<file path="src/obs_probe_pkg.sv">
package obs_probe_pkg;
    // Register byte offsets on the plain register port.
    localparam int          ADDR_W        = 8;
    localparam logic [7:0]  OFS_CTRL      = 8'h00;
    localparam logic [7:0]  OFS_F0_BASE   = 8'h04;
    localparam logic [7:0]  OFS_F0_MASK   = 8'h08;
    localparam logic [7:0]  OFS_F0_BLOCK  = 8'h0c;
    localparam logic [7:0]  OFS_F1_BASE   = 8'h10;
    localparam logic [7:0]  OFS_F1_MASK   = 8'h14;
    localparam logic [7:0]  OFS_F1_BLOCK  = 8'h18;
    localparam logic [7:0]  OFS_STAT_SEL  = 8'h1c;
    localparam logic [7:0]  OFS_STAT_CNT  = 8'h20;
    localparam logic [7:0]  OFS_STAT_LVL  = 8'h30;
    localparam logic [7:0]  OFS_THR       = 8'h40;
    localparam logic [7:0]  OFS_HIST      = 8'h44;
    localparam logic [7:0]  OFS_INT_STAT  = 8'h54;
    localparam logic [7:0]  OFS_INT_MASK  = 8'h58;
    localparam logic [7:0]  OFS_INFO      = 8'h5c;
    // Control register bit positions.
    localparam int CTRL_F0_EN    = 0;
    localparam int CTRL_F0_ALARM = 2;
    localparam int CTRL_COMBINE  = 4;
    localparam int CTRL_TRACE_EN = 5;
    localparam int CTRL_PEND     = 6;
    localparam int CTRL_CLEAR    = 7;
    localparam int CTRL_W        = 7;
    // Interrupt status bit positions.
    localparam int INT_TRACE = 0;
    localparam int INT_STAT  = 2;
    localparam int INT_ERR   = 6;
    localparam int INT_W     = 9;
    // Every register except the info register resets to zero.
    localparam logic [31:0] REG_RST = 32'h0000_0000;
    // Probe identifiers on the trace bus.
    localparam logic [3:0] ID_COHERENCY = 4'h3;
    localparam logic [3:0] ID_BRIDGE    = 4'h2;
    localparam logic [3:0] ID_ETH       = 4'h1;
    // Probe shape.
    localparam int FILTER_COUNT       = 2;
    localparam int STAT_COUNTER_COUNT = 4;
    localparam int STAT_COUNTER_WIDTH = 16;
    localparam int HIST_W             = 10;
    localparam int CMP_N              = 3;
    // Comparator threshold tables, selected by a 2-bit index.
    localparam logic [3:0][9:0] LAT_THR  =
        {10'd512, 10'd256, 10'd128, 10'd64};
    localparam logic [3:0][9:0] PEND_THR =
        {10'd8, 10'd8, 10'd4, 10'd2};
endpackage

</file>
<file path="src/stat_bank_if.sv">
`timescale 1ns/1ps
interface stat_bank_if #(
    parameter int N = 4,
    parameter int W = 16
);
    logic [N-1:0]        inc;
    logic                clr;
    logic [N-1:0][W-1:0] level;
    logic [N-1:0][W-1:0] count;
    logic [N-1:0]        hit;
    modport ctl  (output inc, clr, level, input count, hit);
    modport bank (input inc, clr, level, output count, hit);
endinterface

</file>
<file path="src/sat_counter_bank.sv">
`timescale 1ns/1ps
module sat_counter_bank #(
    parameter int N = 4,
    parameter int W = 16
) (
    input  wire logic       core_clk_i,
    input  wire logic       rst_i,
    stat_bank_if.bank       sb
);
    typedef struct packed {
        logic [N-1:0][W-1:0] cnt;
        logic [N-1:0]        hit;
    } bank_s;
    bank_s q;
    bank_s d;

    // Saturating count and a one-cycle pulse on reaching the level.
    always_comb begin
        d = q;
        for (int i = 0; i < N; i++) begin
            d.hit[i] = 1'b0;
            if (sb.clr) begin
                d.cnt[i] = '0;
            end else if (sb.inc[i] && q.cnt[i] != '1) begin
                d.cnt[i] = q.cnt[i] + W'(1);
            end
            if (sb.level[i] != '0 && d.cnt[i] == sb.level[i]
                && q.cnt[i] != sb.level[i]) begin
                d.hit[i] = 1'b1;
            end
        end
    end

    // State register.
    always_ff @(posedge core_clk_i) begin
        if (rst_i) begin
            q <= '0;
        end else begin
            q <= d;
        end
    end

    assign sb.count = q.cnt;
    assign sb.hit   = q.hit;
endmodule

</file>
<file path="src/interconnect_observation_probes.sv">
`timescale 1ns/1ps
// Function
// Packets matching the filters are forwarded to the trace output.
// Two filters work alone or together and ignore byte enables/payload.
// A hit on an alarm-enabled filter sets a readable trace alarm.
// Four 16-bit counters count packets meeting their chosen criteria.
// A counter reaching its programmed level raises a statistics alarm.
// Trace output carries the probe identifier (3, 2 or 1).
// The transaction probe builds a histogram in latency or pending mode.
// Three comparators feed 10-bit histogram counters.
// In latency mode each comparator takes 64, 128, 256 or 512 cycles.
// Latency counts cycles from request issue to response return.
// In pending mode each comparator takes 2, 4 or 8 outstanding requests.
// Trace and statistics alarms can raise an interrupt.
// Initiator, target and firewall errors are recorded.
// Statistics counters saturate instead of wrapping.
module interconnect_observation_probes #(
    parameter logic [3:0] PROBE_ID = obs_probe_pkg::ID_COHERENCY
) (
    input  wire logic                             core_clk_i,
    input  wire logic                             rst_i,
    input  wire logic [obs_probe_pkg::ADDR_W-1:0] reg_addr_i,
    input  wire logic [31:0]                      reg_wdata_i,
    input  wire logic                             reg_wr_i,
    input  wire logic                             reg_rd_i,
    output logic      [31:0]                      reg_rdata_o,
    input  wire logic                             pkt_valid_i,
    input  wire logic [31:0]                      pkt_addr_i,
    input  wire logic [3:0]                       pkt_opc_i,
    input  wire logic                             pkt_err_i,
    input  wire logic                             txn_req_i,
    input  wire logic                             txn_resp_i,
    input  wire logic                             err_initiator_i,
    input  wire logic                             err_target_i,
    input  wire logic                             err_firewall_i,
    output logic                                  trace_valid_o,
    output logic      [31:0]                      trace_addr_o,
    output logic      [3:0]                       trace_opc_o,
    output logic      [3:0]                       trace_id_o,
    output logic                                  irq_o
);
    import obs_probe_pkg::*;

    localparam int NF = FILTER_COUNT;
    localparam int NS = STAT_COUNTER_COUNT;
    localparam int SW = STAT_COUNTER_WIDTH;

    typedef struct packed {
        logic [CTRL_W-1:0]          ctrl;
        logic [NF-1:0][31:0]        f_base;
        logic [NF-1:0][31:0]        f_mask;
        logic [NF-1:0][15:0]        f_block;
        logic [NS-1:0][3:0]         stat_sel;
        logic [NS-1:0][SW-1:0]      stat_lvl;
        logic [11:0]                thr;
        logic [CMP_N:0][HIST_W-1:0] hist;
        logic [INT_W-1:0]           int_st;
        logic [INT_W-1:0]           int_msk;
        logic [31:0]                rdata;
        logic                       irq;
        logic                       tr_valid;
        logic [31:0]                tr_addr;
        logic [3:0]                 tr_opc;
        logic [3:0]                 tr_id;
        logic                       stat_clr;
        logic                       busy;
        logic [HIST_W-1:0]          lat;
        logic [3:0]                 pend;
    } probe_s;

    probe_s q;
    probe_s d;

    stat_bank_if #(.N(NS), .W(SW)) sb ();

    logic [NF-1:0]                f_hit;
    logic                         match;
    logic [3:0]                   crit;
    logic [CMP_N-1:0][HIST_W-1:0] lat_thr;
    logic [CMP_N-1:0][HIST_W-1:0] pend_thr;
    logic [HIST_W-1:0]            lat_now;
    logic [31:0]                  rd_val;
    logic                         wr_ctrl;

    // Saturating increment of a histogram-width value.
    function automatic logic [HIST_W-1:0] sat_inc(
        input logic [HIST_W-1:0] v);
        return (v == '1) ? v : v + HIST_W'(1);
    endfunction

    // Number of comparator thresholds that a value reaches.
    function automatic logic [1:0] bin_of(
        input logic [HIST_W-1:0]            v,
        input logic [CMP_N-1:0][HIST_W-1:0] t);
        logic [1:0] n;
        n = 2'd0;
        for (int i = 0; i < CMP_N; i++) begin
            if (v >= t[i]) begin
                n = n + 2'd1;
            end
        end
        return n;
    endfunction

    // Filter match on address window and opcode; byte enables unused.
    always_comb begin
        for (int k = 0; k < NF; k++) begin
            f_hit[k] = q.ctrl[CTRL_F0_EN + k]
                && ((pkt_addr_i ^ q.f_base[k]) & q.f_mask[k]) == '0
                && !q.f_block[k][pkt_opc_i];
        end
        if (q.ctrl[CTRL_COMBINE]) begin
            match = (q.ctrl[1:0] != '0)
                && (f_hit == q.ctrl[1:0]);
        end else begin
            match = |f_hit;
        end
        crit = {pkt_err_i, f_hit, 1'b1};
    end

    // Counter increments from each counter's selected criteria.
    always_comb begin
        for (int i = 0; i < NS; i++) begin
            sb.inc[i] = pkt_valid_i && |(q.stat_sel[i] & crit);
        end
    end
    assign sb.clr   = q.stat_clr;
    assign sb.level = q.stat_lvl;

    sat_counter_bank #(.N(NS), .W(SW)) u_bank (
        .core_clk_i (core_clk_i),
        .rst_i      (rst_i),
        .sb         (sb)
    );

    // Comparator thresholds picked from the two tables.
    always_comb begin
        for (int i = 0; i < CMP_N; i++) begin
            lat_thr[i]  = LAT_THR[q.thr[2*i +: 2]];
            pend_thr[i] = PEND_THR[q.thr[6 + 2*i +: 2]];
        end
        lat_now = sat_inc(q.lat);
    end

    // Read data for the addressed register.
    always_comb begin
        rd_val = REG_RST;
        case (reg_addr_i)
            OFS_CTRL:      rd_val = 32'(q.ctrl);
            OFS_F0_BASE:   rd_val = q.f_base[0];
            OFS_F0_MASK:   rd_val = q.f_mask[0];
            OFS_F0_BLOCK:  rd_val = 32'(q.f_block[0]);
            OFS_F1_BASE:   rd_val = q.f_base[1];
            OFS_F1_MASK:   rd_val = q.f_mask[1];
            OFS_F1_BLOCK:  rd_val = 32'(q.f_block[1]);
            OFS_STAT_SEL:  rd_val = 32'(q.stat_sel);
            OFS_THR:       rd_val = 32'(q.thr);
            OFS_INT_STAT:  rd_val = 32'(q.int_st);
            OFS_INT_MASK:  rd_val = 32'(q.int_msk);
            OFS_INFO:      rd_val = {16'h0, PROBE_ID, 3'h0,
                                     q.busy, q.pend, 4'h0};
            default: begin
                // Only word-aligned addresses reach a register.
                if (reg_addr_i[1:0] != 2'b00) begin
                    rd_val = REG_RST;
                end else if (reg_addr_i[7:4] == OFS_STAT_CNT[7:4]) begin
                    rd_val = 32'(sb.count[reg_addr_i[3:2]]);
                end else if (reg_addr_i[7:4] == OFS_STAT_LVL[7:4]) begin
                    rd_val = 32'(q.stat_lvl[reg_addr_i[3:2]]);
                end else if (reg_addr_i >= OFS_HIST
                             && reg_addr_i < OFS_INT_STAT) begin
                    rd_val = 32'(q.hist[2'(reg_addr_i[4:2] - 3'd1)]);
                end
            end
        endcase
    end

    assign wr_ctrl = reg_wr_i && reg_addr_i == OFS_CTRL;

    // Next state: registers, trace, alarms, transaction probe.
    always_comb begin
        logic [INT_W-1:0] ev;
        logic [1:0]       idx;
        d          = q;
        ev         = '0;
        idx        = 2'd0;
        d.stat_clr = wr_ctrl && reg_wdata_i[CTRL_CLEAR];
        d.rdata    = reg_rd_i ? rd_val : REG_RST;
        if (reg_wr_i) begin
            case (reg_addr_i)
                OFS_CTRL:     d.ctrl       = reg_wdata_i[CTRL_W-1:0];
                OFS_F0_BASE:  d.f_base[0]  = reg_wdata_i;
                OFS_F0_MASK:  d.f_mask[0]  = reg_wdata_i;
                OFS_F0_BLOCK: d.f_block[0] = reg_wdata_i[15:0];
                OFS_F1_BASE:  d.f_base[1]  = reg_wdata_i;
                OFS_F1_MASK:  d.f_mask[1]  = reg_wdata_i;
                OFS_F1_BLOCK: d.f_block[1] = reg_wdata_i[15:0];
                OFS_STAT_SEL: d.stat_sel   = reg_wdata_i[15:0];
                OFS_THR:      d.thr        = reg_wdata_i[11:0];
                OFS_INT_MASK: d.int_msk    = reg_wdata_i[INT_W-1:0];
                default: begin
                    if (reg_addr_i[7:4] == OFS_STAT_LVL[7:4]
                        && reg_addr_i[1:0] == 2'b00) begin
                        d.stat_lvl[reg_addr_i[3:2]] =
                            reg_wdata_i[SW-1:0];
                    end
                end
            endcase
        end
        // Trace forwarding with the probe identifier.
        d.tr_valid = pkt_valid_i && match
            && q.ctrl[CTRL_TRACE_EN];
        d.tr_addr  = pkt_addr_i;
        d.tr_opc   = pkt_opc_i;
        d.tr_id    = PROBE_ID;
        // Events for the sticky status register.
        for (int k = 0; k < NF; k++) begin
            ev[INT_TRACE + k] = pkt_valid_i && f_hit[k]
                && q.ctrl[CTRL_F0_ALARM + k];
        end
        ev[INT_STAT +: NS] = sb.hit;
        ev[INT_ERR +: 3]   = {err_firewall_i, err_target_i,
                              err_initiator_i};
        if (reg_wr_i && reg_addr_i == OFS_INT_STAT) begin
            d.int_st = q.int_st & ~reg_wdata_i[INT_W-1:0];
        end
        d.int_st = d.int_st | ev;
        d.irq    = |(d.int_st & d.int_msk);
        // Outstanding request count, saturating at both ends.
        if (txn_req_i && !txn_resp_i && q.pend != '1) begin
            d.pend = q.pend + 4'd1;
        end else if (txn_resp_i && !txn_req_i && q.pend != '0) begin
            d.pend = q.pend - 4'd1;
        end
        // Latency of one tracked request at a time.
        if (q.busy) begin
            d.lat = lat_now;
        end
        if (q.busy && txn_resp_i) begin
            d.busy = 1'b0;
        end else if (!q.busy && txn_req_i && q.pend == '0) begin
            d.busy = 1'b1;
            d.lat  = '0;
        end
        // Histogram update in the selected mode.
        if (q.ctrl[CTRL_PEND]) begin
            idx = bin_of(HIST_W'(q.pend), pend_thr);
            if (txn_req_i) begin
                d.hist[idx] = sat_inc(q.hist[idx]);
            end
        end else begin
            idx = bin_of(lat_now, lat_thr);
            if (q.busy && txn_resp_i) begin
                d.hist[idx] = sat_inc(q.hist[idx]);
            end
        end
        if (d.stat_clr) begin
            d.hist = '0;
        end
    end

    // State register.
    always_ff @(posedge core_clk_i) begin
        if (rst_i) begin
            q <= '0;
        end else begin
            q <= d;
        end
    end

    // Outputs straight from the state register.
    assign reg_rdata_o   = q.rdata;
    assign trace_valid_o = q.tr_valid;
    assign trace_addr_o  = q.tr_addr;
    assign trace_opc_o   = q.tr_opc;
    assign trace_id_o    = q.tr_id;
    assign irq_o         = q.irq;
endmodule

</file>
<file path="config.mk">
export PLATFORM = sky130hd
export DESIGN_NAME = interconnect_observation_probes
export DESIGN_NICKNAME = d
export VERILOG_FILES = /design/src/obs_probe_pkg.sv /design/src/stat_bank_if.sv /design/src/sat_counter_bank.sv /design/src/interconnect_observation_probes.sv
export SDC_FILE = /design/constraint.sdc
export NUM_CORES = 1
export LEC_CHECK = 0
export ABC_CLOCK_PERIOD_IN_PS = 4860
export BUFFER_PORTS_ARGS = -buffer_cell sky130_fd_sc_hd__buf_2
export CAP_MARGIN = 10
export CELL_PAD_IN_SITES_DETAIL_PLACEMENT = 0
export CELL_PAD_IN_SITES_GLOBAL_PLACEMENT = 2
export CORE_AREA = 2 2 321 260
export DETAILED_ROUTE_END_ITERATION = 16
export DIE_AREA = 0 0 323 262
export GPL_TIMING_DRIVEN = 0
export HOLD_SLACK_MARGIN = 0.15
export PLACE_DENSITY_LB_ADDON = 0.3
export SYNTH_ARGS = -nofsm -noshare
export SYNTH_HDL_FRONTEND = slang
export SYNTH_SLANG_ARGS = --single-unit
</file>
<file path="constraint.sdc">
create_clock -name core_clk_i -period 4.86 [get_ports core_clk_i]
set_input_delay 0 -clock core_clk_i [delete_from_list [all_inputs] [get_ports core_clk_i]]
set_output_delay 0 -clock core_clk_i [all_outputs]
set_load 0.01 [all_outputs]
</file>
==> results.toml <==
[routing]
drt_drc_violations_left = 0
routed_via_density = 5.85
drt_pass1_iterations = 6
drt-total-wl_um = 134000
first_iter_violations = 4126
routed_length_per_instance_um = 27.2
via_count = 28902
ant_nets = 0

[timing]
timing.final.ws_setup_ns = -0.0272
setup_viol_count_final = 1
post-route-period-util_pct = 101
tightestPinTransition_ns = 1.32
min_period_ns = 4.89
timing.clock.skew_ns = 0.0445
max_freq_mhz = 205
final_max_slew_viol_count = 0
setup_total_neg_slack_ns = -0.0272
relSlewSlack_pct = 11.1
finalHoldViolCount = 0

[placed_design]
hpwlAfterDp_um = 103000
buffer_ports.inserted = 152
detailedPlace.worstSlack_ns = -0.753
place.gp.congestion = 0.988

[die]
placeableCoreArea_um2 = 81400
fp.dieW_um = 323
start_util_pct = 33.7
die-height_um = 262
floorplan.rows = 94
ios = 161
die_area_um2 = 84600

[pwr]
highest_ir_drop_seen_on_vdd_mv = 0.279
power.density_cell_area_nw_per_um2 = 320
p_leak_nw = 11.9

[logic_synthesis]
yosysUniqueCellTypes = 96
synthArstFlopShare_pct = 0
synth_sequential_area_ratio_pct = 34.4
most_used_flip_flop_cell_after_synthesis = "sky130_fd_sc_hd__dfxtp_1"
avgSynthCellArea_um2 = 7.93
synth_warnings = 0
synth.cell_area_um2 = 27500
synth-edff-count = 0
syn_inst = 3462
synth-seq-cells = 472

[global_route]
first_global_vias = 25730
grt_antenna_before_repair = 11
grt_usage_pct = 30.8
grt_start_max_net_pins = 15
grt_overflow = 0
grt_pass1_wl_um = 189000

[clocking]
clock_transition_at_path_regs_ns = 0.06
htree_num_levels = 2
clock_sinks = 472
cts_buffers = 54
tritoncts = "yes"
clk_path_buf_depth = 3
worstSkewPairLatency_ns = 0.66
cts_root_buf = "sky130_fd_sc_hd__clkbuf_16"

[final_layout]
final_common_cell = "sky130_fd_sc_hd__nand2_1"
final_cell_mix = "659 x sky130_fd_sc_hd__nand2_1, 461 x sky130_fd_sc_hd__dfxtp_1, 364 x sky130_fd_sc_hd__a21oi_1"
syn_to_final_growth_pct = 20.1
fraction_of_final_layout_cells_with_drive_strength_greater_than_1_pct = 13.4
final.fill_count = 8515
post_layout_nets = 3912

[hold_path]
worstHoldStart = "pkt_addr_i[21]"
worst_hold_path.num_cells = 3
hp-class = "in2reg"
worst_hold_path.endpoint = "trace_addr_o[21]"

[critical_path]
critical_path.startpoint_type = "register"
crit_fanout = 10
cp_data_required_time_ns = 5.35
critical_path.reg2reg.startpoint = "sb.clr"
kind_of_critical_path = "reg2reg"
rrSetupSlack_ns = -0.03
r2r_cells = 10
timing.critical_path.arrival_ns = 5.37
worst_setup_path_end_kind = "register"
crit-reg2reg-capture = "u_bank.sb.hit[3]"

[status]
run_status = "finished with violations"
violations = "setup timing"

[flow_run]
maxCapViolations = 0
cell type report:
type	instances	area, um2	area share [%]
antenna	2	5.00	0.0152
buffer	313	1500	4.55
clock buffer	75	1580	4.80
clock inverter	24	338	1.02
inverter	54	203	0.614
multi-input combinational	2622	16600	50.3
sequential	472	9470	28.7
tap	1104	1380	4.19
timing repair buffer	272	1930	5.86
cell usage after synthesis (all sizes together) (35+ instances only):
cell | n | area share [%]
xnor2 | 79 | 2.5
xor2 | 116 | 3.7
a22oi | 115 | 3.2
nand3 | 63 | 1.1
dfxtp | 472 | 34
and2 | 35 | 0.80
nor2 | 254 | 3.5
a221oi | 36 | 1.1
nand4 | 66 | 1.6
and3 | 45 | 1.0
nand2b | 46 | 1.0
clkbuf | 223 | 3.0
mux4 | 62 | 5.1
nor3 | 56 | 1.1
buf | 92 | 2.4
inv | 53 | 0.72
mux2i | 51 | 1.9
o22ai | 47 | 1.1
o21ai | 84 | 1.5
a21oi | 370 | 6.8
nand2 | 660 | 9.0
nor2b | 77 | 1.8
ha | 35 | 1.6
worst max-delay path, cell delays in order, from the launching register on:
cell                       delay (ns)
sky130_fd_sc_hd__dfxtp_1         0.32
sky130_fd_sc_hd__clkbuf_1        0.70
sky130_fd_sc_hd__clkbuf_2        0.50
sky130_fd_sc_hd__clkbuf_2        0.46
sky130_fd_sc_hd__clkbuf_2        0.46
sky130_fd_sc_hd__buf_1           0.62
sky130_fd_sc_hd__clkbuf_1        0.66
sky130_fd_sc_hd__nor2_1          0.07
sky130_fd_sc_hd__mux2i_1         0.17
sky130_fd_sc_hd__nand4b_1        0.17
sky130_fd_sc_hd__nor4_2          0.58
how the worst max path moves through the flow:
stage               cells past startpoint                to  slack [ns]   start
floorplan                              23            q[119]        0.15    q[4]
global placement                       10  u_bank.sb.hit[3]       -0.95  sb.clr
detailed placement                     10  u_bank.sb.hit[3]       -0.75  sb.clr
CTS                                    19            q[109]      0.0008    q[1]
global route                           17            q[117]       -0.01    q[1]
finish                                 10  u_bank.sb.hit[3]       -0.03  sb.clr
power breakdown:
group | internal (W) | switching, W
Clock | 0.00265 | 0.00188
Sequential | 0.00391 | 0.0000605
Combinational | 0.000743 | 0.00132
cells by family after synthesis:
group / Yosys count / synth area share (%)
simple gates: 1406 / 23.8
other cells: 1 / 0.0137
flops: 472 / 34.4
mux: 135 / 7.92
buf+inv: 369 / 6.14
compound gates: 847 / 19.7
fa+ha+maj: 36 / 1.67
xor+xnor: 196 / 6.30
per-layer routing:
| metal | share of wire (%) | track usage, % | routed length (um) | vias up |
|---|---|---|---|---|
| li1 | - | - | - | 12919 |
| met1 | 47 | 47.9 | 63600 | 14157 |
| met2 | 38 | 41.3 | 51600 | 1668 |
| met3 | 12 | 8.73 | 16800 | 158 |
| met4 | 1.8 | 6.20 | 2420 | 0 |
| met5 | 0 | 0 | 0 | - |
repair_timing:
item / in CTS / in global routing
hold endpoints to repair: 216 / 0
hold buffers: 103 / 0
cloned: 0 / 0
setup buffers: 8 / 6
pin swaps: 1 / 6
gates resized for setup: 34 / 50
endpoints found under the setup margin: 43 / 43
registers in the layout (all words and copies together) (netlist names):
| signal | cells |
|---|---|
| u_bank.sb.count | 64 |
| sb.clr | 1 |
| trace_addr_o | 32 |
| q | 332 |
| trace_opc_o | 4 |
| reg_rdata_o | 32 |
| trace_valid_o | 1 |
| irq_o | 1 |
| u_bank.sb.hit | 4 |
| trace_id_o | 1 |
metrics by stage:
stage / hold WS [ns] / util, % / area [um2] / total power, W / std cells
3_5_place_dp: 0.278 / 36.4 / 29600 / 0.00584 / 4721
4_1_cts: 0.150 / 40.2 / 32800 / 0.0105 / 4929
6_report: 0.171 / 40.5 / 33000 / 0.0106 / 4938
5_1_grt: 0.173 / 40.5 / 33000 / 0.0109 / 4937
2_1_floorplan: 0.128 / - / 27500 / 0.00521 / 3463
3_3_place_gp: 0.266 / 36.4 / 29600 / 0.00585 / 4719
Note: power is estimated with default switching activity, not from simulation.
